[config.mk]
export PLATFORM = sky130hd
export DESIGN_NAME = qthm_top
export DESIGN_NICKNAME = d
export VERILOG_FILES = /design/src/hw/qthm_pkg.sv /design/src/hw/qthm_hash.sv /design/src/hw/qthm_top.sv
export SDC_FILE = /design/constraint.sdc
export NUM_CORES = 1
export LEC_CHECK = 0
export BUFFER_PORTS_ARGS = -buffer_cell sky130_fd_sc_hd__buf_2
export CAP_MARGIN = 20
export CORE_MARGIN = 4
export CORE_UTILIZATION = 58
export CTS_BUF_LIST = sky130_fd_sc_hd__clkbuf_16
export DETAILED_ROUTE_END_ITERATION = 8
export PLACE_DENSITY_LB_ADDON = 0.25
export REMOVE_ABC_BUFFERS = 1
export SYNTH_ARGS = -nofsm -noshare
export SYNTH_HDL_FRONTEND = slang
export SYNTH_SLANG_ARGS = --single-unit
[constraint.sdc]
create_clock -name aclk -period 4.7 [get_ports aclk]
set_clock_uncertainty 0.05 [all_clocks]
set_input_delay 0.235 -clock aclk [delete_from_list [all_inputs] [get_ports aclk]]
set_output_delay 0.235 -clock aclk [all_outputs]
set_load 0.05 [all_outputs]
[src/hw/qthm_pkg.sv]
// constants, register map and carrier types of the queue threshold and multicast hash block
// Overview of operation
// - held frame count captured at receive interrupt
// - read-write frame limit in low byte
// - threshold mode: interrupt when count exceeds limit
// - monitor on: interrupt when free space suffices
// - hash index is top six crc bits
// - index top bits pick word, rest bit
// - hash table used only in hash mode
// - table bit one accepts, zero drops
// - accept-all or multicast-all bypasses table
// - receive flag means a frame is waiting
// - space flag means transmit space became free
// - both flags edge-set, cleared by writing one
package qthm_pkg;

  localparam int ADDR_W = 12;

  // register indices; byte address is four times the index
  localparam logic [9:0] IDX_FRAME_COUNT   = 10'h09c;
  localparam logic [9:0] IDX_SPACE_REQUEST = 10'h09e;
  localparam logic [9:0] IDX_HASH_WORD0    = 10'h0a0;
  localparam logic [9:0] IDX_HASH_WORD1    = 10'h0a2;
  localparam logic [9:0] IDX_HASH_WORD2    = 10'h0a4;
  localparam logic [9:0] IDX_HASH_WORD3    = 10'h0a6;
  localparam logic [9:0] IDX_RX_QUEUE_CTRL = 10'h0d0;
  localparam logic [9:0] IDX_TX_QUEUE_CTRL = 10'h0d2;
  localparam logic [9:0] IDX_RX_CONTROL1   = 10'h0d4;
  localparam logic [9:0] IDX_INT_STATUS    = 10'h0d6;
  localparam logic [9:0] IDX_INT_MASK      = 10'h0d8;
  localparam logic [9:0] IDX_QUEUE_STATE   = 10'h0da;

  // field positions
  localparam int RXQ_THRESH_EN_BIT  = 5;
  localparam int TXQ_MEM_MON_BIT    = 1;
  localparam int RXC1_ALL_MCAST_BIT = 1;
  localparam int RXC1_ALL_FRAME_BIT = 0;
  localparam int RXC1_HASH_MODE_BIT = 2;
  localparam int INT_RX_BIT         = 13;
  localparam int INT_TXSPACE_BIT    = 6;
  localparam int DA_GROUP_BIT       = 40;

  // reset values
  localparam logic [7:0]  LIMIT_RESET = 8'h00;
  localparam logic [7:0]  HELD_RESET  = 8'h00;
  localparam logic [15:0] REG16_RESET = 16'h0000;
  localparam logic [63:0] HASH_RESET  = 64'h0000_0000_0000_0000;

  // crc
  localparam logic [31:0] CRC_POLY = 32'h04c1_1db7;
  localparam logic [31:0] CRC_INIT = 32'hffff_ffff;

  localparam logic [1:0] RESP_OKAY   = 2'h0;
  localparam logic [1:0] RESP_SLVERR = 2'h2;

  // live queue state from the queue manager
  typedef struct packed {
    logic [7:0]  rx_frames;
    logic [15:0] tx_free_dw;
  } qthm_queue_t;

  // destination address offered for filtering
  typedef struct packed {
    logic        valid;
    logic [47:0] da;
  } qthm_da_t;

  // filter verdict
  typedef struct packed {
    logic       valid;
    logic       accept;
    logic       hash_used;
    logic [5:0] index;
  } qthm_verdict_t;

endpackage

[src/hw/qthm_hash.sv]
// crc hash index of a destination address
`timescale 1ns/10ps
module qthm_hash
(
  // address, first byte in bits 47:40
  input  wire logic [47:0] da,
  // six-bit table index
  output logic [5:0]       index
);

  logic [31:0] chain [0:48];
  logic [47:0] wire_bits;

  assign chain[0] = qthm_pkg::CRC_INIT;

  // bytes go out first to last, each least significant bit first
  genvar g;
  generate
    for (g = 0; g < 48; g++)
    begin : g_bit
      localparam int BYTE = g / 8;
      localparam int BIT  = g % 8;
      assign wire_bits[g] = da[47 - 8 * BYTE - 7 + BIT];
      // one shift of the ethernet crc per address bit
      assign chain[g + 1] = {chain[g][30:0], 1'b0}
                          ^ ((chain[g][31] ^ wire_bits[g]) ? qthm_pkg::CRC_POLY : 32'h0000_0000);
    end
  endgenerate

  assign index = chain[48][31:26];

endmodule // qthm_hash

[src/hw/qthm_top.sv]
// frame threshold, transmit space request and multicast hash filter with axi4-lite registers
//
// Added by the designer: the AXI4-Lite interface to the registers.
`timescale 1ns/10ps
module qthm_top
(
  // clock and reset
  input  wire logic                     aclk,
  input  wire logic                     aresetn,
  // axi4-lite write address
  input  wire logic                     awvalid,
  output logic                          awready,
  input  wire logic [qthm_pkg::ADDR_W-1:0] awaddr,
  input  wire logic [2:0]               awprot,
  // axi4-lite write data
  input  wire logic                     wvalid,
  output logic                          wready,
  input  wire logic [31:0]              wdata,
  input  wire logic [3:0]               wstrb,
  // axi4-lite write response
  output logic                          bvalid,
  input  wire logic                     bready,
  output logic [1:0]                    bresp,
  // axi4-lite read address
  input  wire logic                     arvalid,
  output logic                          arready,
  input  wire logic [qthm_pkg::ADDR_W-1:0] araddr,
  input  wire logic [2:0]               arprot,
  // axi4-lite read data
  output logic                          rvalid,
  input  wire logic                     rready,
  output logic [31:0]                   rdata,
  output logic [1:0]                    rresp,
  // queue manager side
  input  wire qthm_pkg::qthm_queue_t    queue,
  input  wire qthm_pkg::qthm_da_t       rx_da,
  output qthm_pkg::qthm_verdict_t       verdict,
  // interrupt
  output logic                          irq
);

  // held write channels
  logic                          aw_full;
  logic                          w_full;
  logic [qthm_pkg::ADDR_W-1:0]   aw_addr;
  logic [31:0]                   w_data;
  logic [3:0]                    w_strb;

  // software state
  logic [7:0]  rx_frames_limit;
  logic [7:0]  rx_frames_held;
  logic [15:0] tx_space_needed;
  logic [63:0] hash_table;
  logic [15:0] rx_queue_control;
  logic [15:0] tx_queue_control;
  logic [15:0] rx_control_one;
  logic [15:0] interrupt_status;
  logic [15:0] interrupt_mask;

  // event edge history
  logic rx_cond_q;
  logic tx_cond_q;

  // write decode
  logic [9:0]  wr_idx;
  logic        wr_go;
  logic [15:0] wr_mask;
  logic [15:0] wr_val;
  logic        wr_limit;
  logic        wr_space;
  logic        wr_rxq;
  logic        wr_txq;
  logic        wr_rxc1;
  logic        wr_stat;
  logic        wr_mask_reg;
  logic        wr_hit;
  logic [3:0]  wr_hash;

  assign wr_idx      = aw_addr[qthm_pkg::ADDR_W-1:2];
  assign wr_go       = aw_full & w_full & ~bvalid;
  assign wr_mask     = {{8{w_strb[1]}}, {8{w_strb[0]}}};
  assign wr_val      = w_data[15:0];
  assign wr_limit    = wr_go & (wr_idx == qthm_pkg::IDX_FRAME_COUNT);
  assign wr_space    = wr_go & (wr_idx == qthm_pkg::IDX_SPACE_REQUEST);
  assign wr_rxq      = wr_go & (wr_idx == qthm_pkg::IDX_RX_QUEUE_CTRL);
  assign wr_txq      = wr_go & (wr_idx == qthm_pkg::IDX_TX_QUEUE_CTRL);
  assign wr_rxc1     = wr_go & (wr_idx == qthm_pkg::IDX_RX_CONTROL1);
  assign wr_stat     = wr_go & (wr_idx == qthm_pkg::IDX_INT_STATUS);
  assign wr_mask_reg = wr_go & (wr_idx == qthm_pkg::IDX_INT_MASK);
  assign wr_hash[0]  = wr_go & (wr_idx == qthm_pkg::IDX_HASH_WORD0);
  assign wr_hash[1]  = wr_go & (wr_idx == qthm_pkg::IDX_HASH_WORD1);
  assign wr_hash[2]  = wr_go & (wr_idx == qthm_pkg::IDX_HASH_WORD2);
  assign wr_hash[3]  = wr_go & (wr_idx == qthm_pkg::IDX_HASH_WORD3);
  assign wr_hit      = wr_limit | wr_space | wr_rxq | wr_txq | wr_rxc1
                     | wr_stat | wr_mask_reg | (|wr_hash);

  // interrupt events: each flag is set on the rising edge of its condition
  logic thresh_en;
  logic mem_mon_en;
  logic rx_cond;
  logic tx_cond;
  logic rx_event;
  logic tx_event;
  logic [15:0] set_bits;
  logic [15:0] clr_bits;
  logic [15:0] next_status;

  assign thresh_en  = rx_queue_control[qthm_pkg::RXQ_THRESH_EN_BIT];
  assign mem_mon_en = tx_queue_control[qthm_pkg::TXQ_MEM_MON_BIT];
  // without threshold mode any waiting frame raises the flag
  assign rx_cond    = thresh_en ? (queue.rx_frames > rx_frames_limit)
                                : (queue.rx_frames != 8'h00);
  assign tx_cond    = mem_mon_en & (queue.tx_free_dw >= tx_space_needed);
  assign rx_event   = rx_cond & ~rx_cond_q;
  assign tx_event   = tx_cond & ~tx_cond_q;

  // the two flags are the only live bits; the rest read zero
  always_comb
  begin
    set_bits = 16'h0000;
    set_bits[qthm_pkg::INT_RX_BIT] = rx_event;
    set_bits[qthm_pkg::INT_TXSPACE_BIT] = tx_event;
  end

  assign clr_bits    = wr_stat ? (wr_val & wr_mask) : 16'h0000;
  // a set in the clearing cycle wins so no event is lost
  assign next_status = (interrupt_status & ~clr_bits) | set_bits;

  // status, edge history and held count
  always_ff @(posedge aclk)
  begin
    if (!aresetn)
    begin
      interrupt_status <= qthm_pkg::REG16_RESET;
      rx_cond_q        <= 1'b0;
      tx_cond_q        <= 1'b0;
      rx_frames_held   <= qthm_pkg::HELD_RESET;
      irq              <= 1'b0;
    end
    else
    begin
      interrupt_status <= next_status;
      rx_cond_q        <= rx_cond;
      tx_cond_q        <= tx_cond;
      if (rx_event)
        rx_frames_held <= queue.rx_frames;
      irq              <= |(next_status & interrupt_mask);
    end
  end

  // software-written registers, byte lanes honoured
  always_ff @(posedge aclk)
  begin
    if (!aresetn)
    begin
      rx_frames_limit  <= qthm_pkg::LIMIT_RESET;
      tx_space_needed  <= qthm_pkg::REG16_RESET;
      rx_queue_control <= qthm_pkg::REG16_RESET;
      tx_queue_control <= qthm_pkg::REG16_RESET;
      rx_control_one   <= qthm_pkg::REG16_RESET;
      interrupt_mask   <= qthm_pkg::REG16_RESET;
    end
    else
    begin
      if (wr_limit & w_strb[0])
        rx_frames_limit <= wr_val[7:0];
      if (wr_space)
        tx_space_needed <= (tx_space_needed & ~wr_mask) | (wr_val & wr_mask);
      if (wr_rxq)
        rx_queue_control <= (rx_queue_control & ~wr_mask) | (wr_val & wr_mask);
      if (wr_txq)
        tx_queue_control <= (tx_queue_control & ~wr_mask) | (wr_val & wr_mask);
      if (wr_rxc1)
        rx_control_one <= (rx_control_one & ~wr_mask) | (wr_val & wr_mask);
      if (wr_mask_reg)
        interrupt_mask <= (interrupt_mask & ~wr_mask) | (wr_val & wr_mask);
    end
  end

  // hash table words, one per generate entry
  genvar gw;
  generate
    for (gw = 0; gw < 4; gw++)
    begin : g_hash
      always_ff @(posedge aclk)
      begin
        if (!aresetn)
          hash_table[16*gw +: 16] <= qthm_pkg::HASH_RESET[16*gw +: 16];
        else if (wr_hash[gw])
          hash_table[16*gw +: 16] <= (hash_table[16*gw +: 16] & ~wr_mask) | (wr_val & wr_mask);
      end
    end
  endgenerate

  // write channels: address and data taken in either order, one write at a time
  always_ff @(posedge aclk)
  begin
    if (!aresetn)
    begin
      aw_full <= 1'b0;
      w_full  <= 1'b0;
      awready <= 1'b1;
      wready  <= 1'b1;
      bvalid  <= 1'b0;
      bresp   <= qthm_pkg::RESP_OKAY;
      aw_addr <= '0;
      w_data  <= 32'h0000_0000;
      w_strb  <= 4'h0;
    end
    else
    begin
      if (awvalid & awready)
      begin
        aw_full <= 1'b1;
        awready <= 1'b0;
        aw_addr <= awaddr;
      end
      if (wvalid & wready)
      begin
        w_full <= 1'b1;
        wready <= 1'b0;
        w_data <= wdata;
        w_strb <= wstrb;
      end
      if (wr_go)
      begin
        aw_full <= 1'b0;
        w_full  <= 1'b0;
        bvalid  <= 1'b1;
        bresp   <= wr_hit ? qthm_pkg::RESP_OKAY : qthm_pkg::RESP_SLVERR;
      end
      if (bvalid & bready)
      begin
        bvalid  <= 1'b0;
        awready <= 1'b1;
        wready  <= 1'b1;
      end
    end
  end

  // read decode; read-only fields ignore writes by construction
  logic [9:0]  rd_idx;
  logic [31:0] rd_word;
  logic        rd_hit;

  assign rd_idx = araddr[qthm_pkg::ADDR_W-1:2];

  always_comb
  begin
    rd_word = 32'h0000_0000;
    rd_hit  = 1'b1;
    unique case (rd_idx)
      qthm_pkg::IDX_FRAME_COUNT:   rd_word[15:0] = {rx_frames_held, rx_frames_limit};
      qthm_pkg::IDX_SPACE_REQUEST: rd_word[15:0] = tx_space_needed;
      qthm_pkg::IDX_HASH_WORD0:    rd_word[15:0] = hash_table[15:0];
      qthm_pkg::IDX_HASH_WORD1:    rd_word[15:0] = hash_table[31:16];
      qthm_pkg::IDX_HASH_WORD2:    rd_word[15:0] = hash_table[47:32];
      qthm_pkg::IDX_HASH_WORD3:    rd_word[15:0] = hash_table[63:48];
      qthm_pkg::IDX_RX_QUEUE_CTRL: rd_word[15:0] = rx_queue_control;
      qthm_pkg::IDX_TX_QUEUE_CTRL: rd_word[15:0] = tx_queue_control;
      qthm_pkg::IDX_RX_CONTROL1:   rd_word[15:0] = rx_control_one;
      qthm_pkg::IDX_INT_STATUS:    rd_word[15:0] = interrupt_status;
      qthm_pkg::IDX_INT_MASK:      rd_word[15:0] = interrupt_mask;
      qthm_pkg::IDX_QUEUE_STATE:   rd_word = {queue.tx_free_dw, 8'h00, queue.rx_frames};
      default:                     rd_hit = 1'b0;
    endcase
  end

  // read channel: data one cycle after the address is taken
  always_ff @(posedge aclk)
  begin
    if (!aresetn)
    begin
      arready <= 1'b1;
      rvalid  <= 1'b0;
      rdata   <= 32'h0000_0000;
      rresp   <= qthm_pkg::RESP_OKAY;
    end
    else if (arvalid & arready)
    begin
      arready <= 1'b0;
      rvalid  <= 1'b1;
      rdata   <= rd_word;
      rresp   <= rd_hit ? qthm_pkg::RESP_OKAY : qthm_pkg::RESP_SLVERR;
    end
    else if (rvalid & rready)
    begin
      rvalid  <= 1'b0;
      arready <= 1'b1;
    end
  end

  // multicast filter
  logic [5:0] hash_index;
  logic [15:0] hash_word;
  logic       hash_bit;
  logic       is_mcast;
  logic       hash_mode;
  logic       bypass;
  logic       next_accept;

  qthm_hash u_hash
  (
    .da    (rx_da.da),
    .index (hash_index)
  );

  // top two index bits pick the word, low four the bit
  assign hash_word   = hash_table[16*hash_index[5:4] +: 16];
  assign hash_bit    = hash_word[hash_index[3:0]];
  // group bit is the first bit on the wire
  assign is_mcast    = rx_da.da[qthm_pkg::DA_GROUP_BIT];
  assign hash_mode   = rx_control_one[qthm_pkg::RXC1_HASH_MODE_BIT];
  assign bypass      = rx_control_one[qthm_pkg::RXC1_ALL_FRAME_BIT]
                     | rx_control_one[qthm_pkg::RXC1_ALL_MCAST_BIT];
  // other filtering modes decide elsewhere, so they pass here
  assign next_accept = ~is_mcast | bypass | ~hash_mode | hash_bit;

  // one-cycle verdict per offered address
  always_ff @(posedge aclk)
  begin
    if (!aresetn)
      verdict <= '0;
    else
    begin
      verdict.valid     <= rx_da.valid;
      verdict.accept    <= rx_da.valid & next_accept;
      verdict.hash_used <= rx_da.valid & is_mcast & hash_mode & ~bypass;
      verdict.index     <= hash_index;
    end
  end

  // protection bits carry no meaning for these registers
  logic unused_prot;
  assign unused_prot = ^{awprot, arprot, w_data[31:16]};

endmodule // qthm_top

==> Word level (Yosys, flattened, before mapping) <==
Cells that the tools add are included.
{ "op_classes": {"mux": 61, "shift": 1, "n_reduce_logical": 7, "eq_ne": 23, "bitwise_logic": 163, "n_lt_le_gt_ge": 3} }
{ "ops": {"columns": ["cell", "count"], "rows": [
  ["bitwise XOR 32 bit", 47],
  ["2-to-1 mux 27 bit", 48],
  ["== test 10 x 8 -> 1 bit (second input constant)", 23],
  ["AND 16 bit", 12],
  ["one-hot mux 16 bit (12 select lines)", 1],
  ["bitwise OR 16 bit", 9],
  ["variable part select 64 x 7 -> 16 bit", 1],
  ["bitwise XOR 1 bit", 47],
  ["2-to-1 mux 16 bit", 2],
  ["inverter 16 bit", 2],
  ["inverter 31 bit", 1],
  ["AND 1 bit", 26],
  [">= comparator 16 bit", 1],
  ["bitwise OR 16 x 14 -> 16 bit", 1],
  ["OR reduction 16 bit", 1],
  ["OR reduction 12 bit", 1],
  ["bitwise OR 1 bit", 11],
  ["greater-than comparator 8 bit", 1],
  ["nonzero test 8 bit", 1],
  ["2-to-1 mux 1 bit", 7],
  ["inverter 1 bit", 7],
  ["< comparator 4 x 5 -> 1 bit (second input constant)", 1],
  ["binary-select mux 1 bit (select 4 bit)", 1],
  ["2-to-1 mux 2 bit", 2],
  ["other kinds (3)", 4]
]} }
{ "totals": {"out_inout_bits": 51, "register_bits": 261, "word_cells": 290, "in_bits": 146} }

==> Longest topological paths before layout <==
Gate-level depths: netlist of run 1.
{ "depth": {"ltp_word": 148, "mapped_depth": 18, "mapped_depth_nobuf": 18} }

==> Modules after synthesis <==
Synthesis of run 1 repeated with hierarchy kept, for this count alone.
{ "hier_totals": {"hier_cells": 1521, "hier_area_um2": 14147.3} }
{ "modules_own_cells": {"columns": ["module", "cells_per_inst", "seq_area_each_um2", "instances", "area_each_um2"], "rows": [
  ["qthm_top", 1351, 5144.9, 1, 11957.7],
  ["qthm_hash", 170, 0.0, 1, 2189.6]
]} }

==> Least setup slack after synthesis of run 1 <==
OpenSTA, ideal clock, no wires.
{ "synth_timing": {"kind": "input-to-reg", "from": "in rx_da[47] in the netlist's numbering", "to": "reg verdict[7] in the netlist's numbering", "t_arrival_ps": 4170, "setup_ps": 121, "n_path_buf": 3, "required_ps": 4529, "path_slack_ps": 360, "cell_stages": 18, "cell_sequence": "buf_2 > xor2_2 > xnor2_1 > xor2_2 > xnor2_1 > xor2_1 > xor2_1 > xnor3_2 > xnor2_2 > xnor2_4 > xor2_2 > buf_6 > buf_8 > mux2i_1 > a221oi_1 > mux4_2 > nor3_2 > nor4_2"} }
{ "synth_via": {"elab_chain_cells": 60, "word_cells_on_any_way": 104} }
{ "synth_lines": {"columns": ["element", "line_no", "source"], "rows": [
  ["start: declaration", "qthm_top.sv:36", "input wire qthm_pkg::qthm_da_t rx_da,"],
  ["bitwise XOR 1 bit (*)", "qthm_hash.sv:26", "^ ((chain[g][31] ^ wire_bits[g]) ? qthm_pkg::CRC_POLY : 32'h0000_0000);"],
  ["2-to-1 mux 27 bit (*)", "qthm_hash.sv:26", null],
  ["bitwise XOR 32 bit (*) (6 in series)", "qthm_hash.sv:26", null],
  ["bitwise XOR 1 bit", "qthm_hash.sv:26", null],
  ["2-to-1 mux 27 bit", "qthm_hash.sv:26", null],
  ["bitwise XOR 32 bit (*) (6 in series)", "qthm_hash.sv:26", null],
  ["bitwise XOR 1 bit", "qthm_hash.sv:26", null],
  ["2-to-1 mux 27 bit", "qthm_hash.sv:26", null],
  ["[... 30 more ...]", null, null],
  ["bitwise XOR 1 bit", "qthm_hash.sv:26", null],
  ["2-to-1 mux 27 bit", "qthm_hash.sv:26", null],
  ["bitwise XOR 32 bit (*) (5 in series)", "qthm_hash.sv:26", null],
  ["variable part select 64 x 7 -> 16 bit", "qthm_top.sv:309", "assign hash_word = hash_table[16*hash_index[5:4] +: 16];"],
  ["binary-select mux 1 bit (select 4 bit) (*)", "qthm_top.sv:310", "assign hash_bit = hash_word[hash_index[3:0]];"],
  ["2-to-1 mux 1 bit (implied by the code) (*)", "qthm_top.sv:310", null],
  ["bitwise OR 1 bit (*)", "qthm_top.sv:317", "assign next_accept = ~is_mcast | bypass | ~hash_mode | hash_bit;"],
  ["AND 1 bit (*)", "qthm_top.sv:327", "verdict.accept <= rx_da.valid & next_accept;"],
  ["end: declaration", "qthm_top.sv:37", "output qthm_pkg::qthm_verdict_t verdict,"]
]} }
Every way passes the cells marked *; elsewhere a longest branch is shown, timed or not. The select of a mux whose other input is x is not followed.
A chain may end at the register's enable or synchronous reset.

==> Final worst setup path of run 1 <==
{ "layout_timing": {"from": "in rx_da[45] in the netlist's numbering", "to": "reg verdict[7] in the netlist's numbering"} }
{ "layout_via": {"elab_chain_cells": 63, "word_cells_on_any_way": 110} }
{ "layout_lines": {"columns": ["element", "line_no"], "rows": [
  ["bitwise XOR 1 bit (*)", "qthm_hash.sv:26"],
  ["2-to-1 mux 27 bit (*)", "qthm_hash.sv:26"],
  ["bitwise XOR 32 bit (*) (6 in series)", "qthm_hash.sv:26"],
  ["bitwise XOR 1 bit", "qthm_hash.sv:26"],
  ["2-to-1 mux 27 bit", "qthm_hash.sv:26"],
  ["bitwise XOR 32 bit (*) (6 in series)", "qthm_hash.sv:26"],
  ["bitwise XOR 1 bit", "qthm_hash.sv:26"],
  ["2-to-1 mux 27 bit", "qthm_hash.sv:26"],
  ["[... 32 more ...]", null],
  ["bitwise XOR 32 bit (*) (6 in series)", "qthm_hash.sv:26"],
  ["bitwise XOR 1 bit", "qthm_hash.sv:26"],
  ["2-to-1 mux 27 bit", "qthm_hash.sv:26"],
  ["bitwise XOR 32 bit (*)", "qthm_hash.sv:26"],
  ["binary-select mux 1 bit (select 4 bit) (*)", "qthm_top.sv:310"],
  ["2-to-1 mux 1 bit (implied by the code) (*)", "qthm_top.sv:310"],
  ["bitwise OR 1 bit (*)", "qthm_top.sv:317"],
  ["AND 1 bit (*)", "qthm_top.sv:327"]
]} }
Marks and branches as above.

==> results.toml, run 1 <==
[outcome]
outcome = "finished, final reports clean"

[layout]
utilization_pct = 69.9
nets = 1825
drive_gt1_share_pct = 18.5
area_growth_pct = 18.8
fillCellCount = 1793

[synth]
synth_top_area_share_pct = 37.3
ys_seq_area_share_pct = 37.3
synthTopCellsByArea = "dfxtp_1 (37%), mux2i_1 (15%), xnor2_1 (8.7%)"
syn_area_um2 = 13800
synth_largest_area_cell = "dfxtp_1"
synth_edf_count = 0
yosys_warnings = 0
synth_ff_type = "dfxtp_1"
synth-seq-cells = 257
syn_area_per_cell_um2 = 9.51
ys_types = 61
ys_async_sr_fraction_pct = 0
syn_inst = 1452

[drt]
via_count = 11300
route.detailed.drc = 0
routed_via_density = 5.66
totalWireLength_mm = 37.2
first_iter_violations = 1008
firstDrtPassIters = 7
routedWlPerCell_um = 18.6
ant_nets = 0

[clock_network]
clock_latency_ps = 530
ctsHoldBuffers = 56
ctsHtreeMaxLevel = 1
cts-root-buf = "clkbuf_16"
cts.repair.resized = 0
clk_pin_slew_worst_paths_ps = 60
cts-buffers-inserted = 26
cts_tree = "built"
cts_setup_buffers = 0
clockBufferDepth = 3
clock_sinks = 257

[worst_setup_path]
cp_cell_sequence = "buf_2 -> xnor2_2 -> xor2_2 -> xor2_4 -> xnor2_4 -> xnor2_4 -> xnor2_2 -> xnor3_2 -> xnor2_2 -> xnor2_4 -> xor2_2 -> buf_12 -> mux2i_1 -> a22o_2 -> a221oi_1 -> mux4_2 -> nor3_2 -> nor4_2"
cpPeakStageDelay_ps = 500
critPathRequiredTime_ps = 5060
r2r_cells = 13
arrival_ps = 4510
reg2reg_from = "aw_full"
crit_path_end_kind = "register"
cp-start-kind = "input port"
cp_max_fo = 20
cp-startpoint = "rx_da[45]"
critPathSlowestCell = "xnor3_2"
critical_path_class = "in -> reg"

[die]
core_area_um2 = 23500
fp-row-count = 56
die_area_um2 = 26300
initial_utilization_pct = 58.8
chipWidth_um = 162
die_h_um = 162
ios = 197

[worst_hold_path]
hold_depth = 3
min_from = "arvalid"
hp-class = "in -> reg"

[timing]
fmax_ghz = 0.241
slew-limit-headroom_pct = 27.3
worstMarginPinSlew_ps = 1090
fin_crit_ps = 4150
fin_setup_tns_ps = 0
fin_crit_sh_pct = 88.2
finalSetupViolations = 0
finalHoldViolations = 0
rsz0062_at_grt = "false"
drv_slew = 0

[global_route]
met3_usage_pct = 3.83
grt-busiest-layer = "met2"
met2_usage_pct = 47.1
use_met1_pct = 35.9
grt-ovfl-total = 0
gr-usage-all-layers_pct = 27.4
grt_start_max_net_pins = 137
grt_pass1_wl_mm = 58.7
grt_pass1_vias = 11200
antenna_found_initial = 3

[placed_design]
place_congestion = 0.892
port_buffers = 165
hpwlAfterDp_mm = 26.4

[job]
maxCapViolCount = 0
stage by stage:
stage / area [µm²] / setup WS [ps] / hold slack (ps) / cells
3_3_place_gp: 15000 / 137 / 391 / 1889
5_1_grt: 16400 / 344 / 14.1 / 1995
3_5_place_dp: 15000 / -2.48 / 394 / 1889
4_1_cts: 16400 / 533 / 0.292 / 1993
6_report: 16400 / 554 / 9.67 / 1995
2_1_floorplan: 13400 / 34.6 / 261 / 1368
cell usage in the layout (no fill, tap or decap), types with 3 or more instances in the layout:
cell type      Yosys  routed
xnor2_4            8       8
mux2_2             3       3
xor2_2             6       6
nor3_1             5       4
nor3b_1            4       3
nand3_1           32      32
a21o_1            14      14
clkinv_1           2      10
nor2b_1            3       3
bufinv_16          0       4
dlygate4sd3_1      0      56
buf_2              4     165
clkinv_2           0       6
o21ai_0           25      25
a221oi_1          19      19
o211ai_1           7       7
mux2i_1          209     209
a31oi_1            3       3
a221o_1            7       7
xor2_4             3       3
nand4_1            4       4
dfxtp_1          257     257
a22oi_1           39      39
nand2b_1           6       6
and2_1             6       6
nand2_1          107     107
inv_1             32      34
mux4_2            23      23
a22o_1             3       3
a21oi_1           52      52
buf_4              2      36
ha_1              24      24
and3_1            18      18
clkbuf_16          0      27
xor2_1            33      33
nor2_1           234     234
o22ai_1            3       3
xnor2_2           12      12
xnor2_1          137     137
Yosys cell counts, drive strengths merged, types with 6 or more instances:
cell    count
dfxtp     257
nor2      234
a21o       14
xnor2     157
o211ai      7
a22oi      39
ha         24
and2        7
clkbuf     66
nand2     107
a21oi      52
buf        19
mux4       23
nand2b      6
o21ai      25
a221oi     19
a221o       7
nand3      32
nor3        6
mux2i     209
inv        32
and3       18
xor2       42
path summary, 6_finish.rpt:
path | end | slack, ps
setup / recovery | verdict[7] | 550
setup reg to reg | irq | 990
hold reg to reg | rdata[7] | 400
hold / removal | arready | 10
logic make-up (layout without fill, tap and decap cells):
family	count (synthesis)	count (layout)	share of synthesized area, %
AO/OA/AOI/OAI	182	182	8.86
XOR/XNOR	201	201	15.4
adder cells (fa/ha/maj)	24	24	2.17
buffers and inverters	119	341	3.73
flip-flops	257	257	37.3
multiplexers	235	235	19.1
other	1	3	0.0272
AND/OR/NAND/NOR	433	433	13.4
layer usage:
| layer | share of wire (%) | wire (µm) | vias up |
|---|---|---|---|
| li1 | - | - | 5405 |
| met1 | 42 | 15600 | 5344 |
| met2 | 48 | 17800 | 440 |
| met3 | 7.0 | 2590 | 94 |
| met4 | 3.1 | 1140 | 4 |
| met5 | 0.059 | 22 | - |
cell type report:
cell class | instances | area [µm²] | area share [%]
Clock buffer | 27 | 676 | 4.12
Clock inverter | 21 | 191 | 1.17
Inverter | 34 | 133 | 0.808
Tap cell | 319 | 399 | 2.43
Timing Repair Buffer | 259 | 1700 | 10.3
Multi-Input combinational cell | 1077 | 8170 | 49.8
Antenna cell | 1 | 2.50 | 0.0152
Sequential cell | 257 | 5140 | 31.4
worst max-delay path: cells and delay by family:
family / cells / cell delay (ps)
buffers and inverters: 2 / 420
and+or+nand+nor: 2 / 260
muxes: 2 / 750
xor gates and xnor gates: 10 / 2620
AOI/OAI and AO/OA: 2 / 210
Power of run 1 is not shown: default switching activity piles up to over one toggle a cycle in this logic, so the estimate is an artifact.
==> run 2: changes to the inputs <==
PLACE_DENSITY = 0.93   (was unset)
PLACE_DENSITY_LB_ADDON = unset   (was 0.25)
==> run 2 against run 1 <==
  * Critical path depth unchanged
  * Global-route usage increased by 1.6 points
  * Setup slack got worse by 34 ps
  * Clock-buffer cell count decreased by 2
==> results.toml, run 2 (same netlist as run 1, synthesis figures left out) <==
[outcome]
outcome = "finished, final reports clean"

[timing]
finalHoldViolations = 0
fmax_ghz = 0.239
slew-limit-headroom_pct = 26.6
fin_crit_ps = 4180
worstMarginPinSlew_ps = 1100
drv_slew = 0
rsz0062_at_grt = "false"
fin_crit_sh_pct = 88.9
finalSetupViolations = 0
fin_setup_tns_ps = 0

[worst_setup_path]
critical_path_class = "in -> reg"
crit_path_end_kind = "register"
cp_max_fo = 6
cp-start-kind = "input port"
critPathRequiredTime_ps = 5060
cp_num_buf_inv = 2
cpMostUsedCell = "xnor2_1"
critPathSlowestCell = "mux4_2"
arrival_ps = 4540
cpPeakStageDelay_ps = 510
cp_cell_sequence = "buf_2 -> xor2_2 -> buf_4 -> xor2_1 -> xnor2_1 -> xnor2_1 -> xnor2_1 -> xor2_1 -> xnor2_1 -> xnor2_1 -> xnor2_1 -> xnor3_2 -> nor2_1 -> a22o_2 -> a221oi_1 -> mux4_2 -> nor3_2 -> nor4_2"
cp_top_family = "XOR/XNOR gates"

[clock_network]
cts_setup_buffers = 0
clk_pin_slew_worst_paths_ps = 60
ctsHtreeMaxLevel = 1
cts.repair.resized = 0
clock_latency_ps = 540
clockBufferDepth = 3
clock_sinks = 257
cts-root-buf = "clkbuf_16"
ctsHoldBuffers = 55
cts-buffers-inserted = 25
cts_tree = "built"

[die]
die_area_um2 = 26300
die_h_um = 162
core_area_um2 = 23500
chipWidth_um = 162
fp-row-count = 56
initial_utilization_pct = 58.8
ios = 197

[layout]
layout_commonest_cell = "dfxtp_1"
finish.instance_area_um2 = 16300
fillCellCount = 1632
regArea_um2 = 5140
nets = 1812
antenna_cells = 0
area_growth_pct = 18.0
multi_input_area_um2 = 8170
final_cell_mix = "dfxtp_1 (257), nor2_1 (234), mux2i_1 (209)"
drive_gt1_share_pct = 17.9

[placed_design]
placed_cell_area_um2 = 14900
hpwlAfterDp_mm = 26.8
port_buffers = 165
place_congestion = 0.942

[global_route]
grt_pass1_wl_mm = 62.0
grt_start_max_net_pins = 123
gr-usage-all-layers_pct = 29.0
grt_pass1_vias = 12100
antenna_found_initial = 2
grt-ovfl-total = 0

[job]
maxCapViolCount = 0

[power_and_ir_drop]
ir_worst_vdd_mv = 2.31
power_density_nw_per_um2 = 989
p_leak_nw = 6.40

[drt]
firstDrtPassIters = 7
routed_via_density = 5.97
first_iter_violations = 1253
route.detailed.drc = 0
totalWireLength_mm = 39.7
via_count = 11800
ant_nets = 0
routedWlPerCell_um = 20.1

[worst_hold_path]
hp-class = "in -> reg"
==> run 2: changes by cell type in the layout (fill, tap and decap cells not counted), sizes merged <==
cell and change:
buf -11, dlygate4sd3 -1, clkinv -4, inv +3, diode -1, clkbuf -2
clkinvlp +1
==> run 2: final cells by class <==
type,count,share of cell area [%]
sequential,257,31.6
timing repair buffer,247,9.89
tap,319,2.45
clock buffer,25,3.84
inverter,34,0.814
multi-input combinational,1077,50.1
clock inverter,21,1.28
==> run 2: metal layers <==
metal,track usage (%),vias to the layer above,share of wire [%]
met5,0,-,0.053
met4,14.5,4,5.0
met3,5.68,157,9.7
met2,51.6,713,49
met1,33.0,5582,36
li1,-,5371,-
==> run 2: power by group <==
group	internal (W)	total (W)	leakage [nW]	switching [W]
Clock	0.00119	0.00205	0.416	0.000862
Sequential	0.00225	0.00231	2.08	0.0000540
Combinational	0.00557	0.0117	3.90	0.00618
Total	0.00901	0.0161	6.40	0.00710
==> run 2: final timing paths <==
kind | depth (start not counted) | start | end | slack [ps]
setup / recovery | 18 | rx_da[44] | verdict[7] | 520
hold / removal | 3 | queue[19] | rx_frames_held[3] | 20
setup reg to reg | 13 | aw_full | irq | 880
hold reg to reg | 2 | rdata[7] | rdata[7] | 420
==> run 2: worst register-to-register path, delay by kind of cell (launching register included) <==
| kind | cells | cell delay (ps) |
|---|---|---|
| and+or+nand+nor | 9 | 2430 |
| AOI/OAI and AO/OA | 4 | 840 |
| DFF | 1 | 360 |
==> run 2: per-stage QoR <==
step           setup WS, ps  total power, W  hold WS [ps]  utilization (%)  instances
3_5_place_dp           33.5          0.0141           393             63.4       1877
2_1_floorplan          34.6         0.00963           261                -       1368
4_1_cts                 537          0.0161          1.57             69.3       1978
5_1_grt                 283          0.0162          41.0             69.4       1980
6_report                520          0.0161          20.1             69.4       1980
3_3_place_gp            126          0.0137           389             63.4       1877
Power figures use the tool's default switching activity.
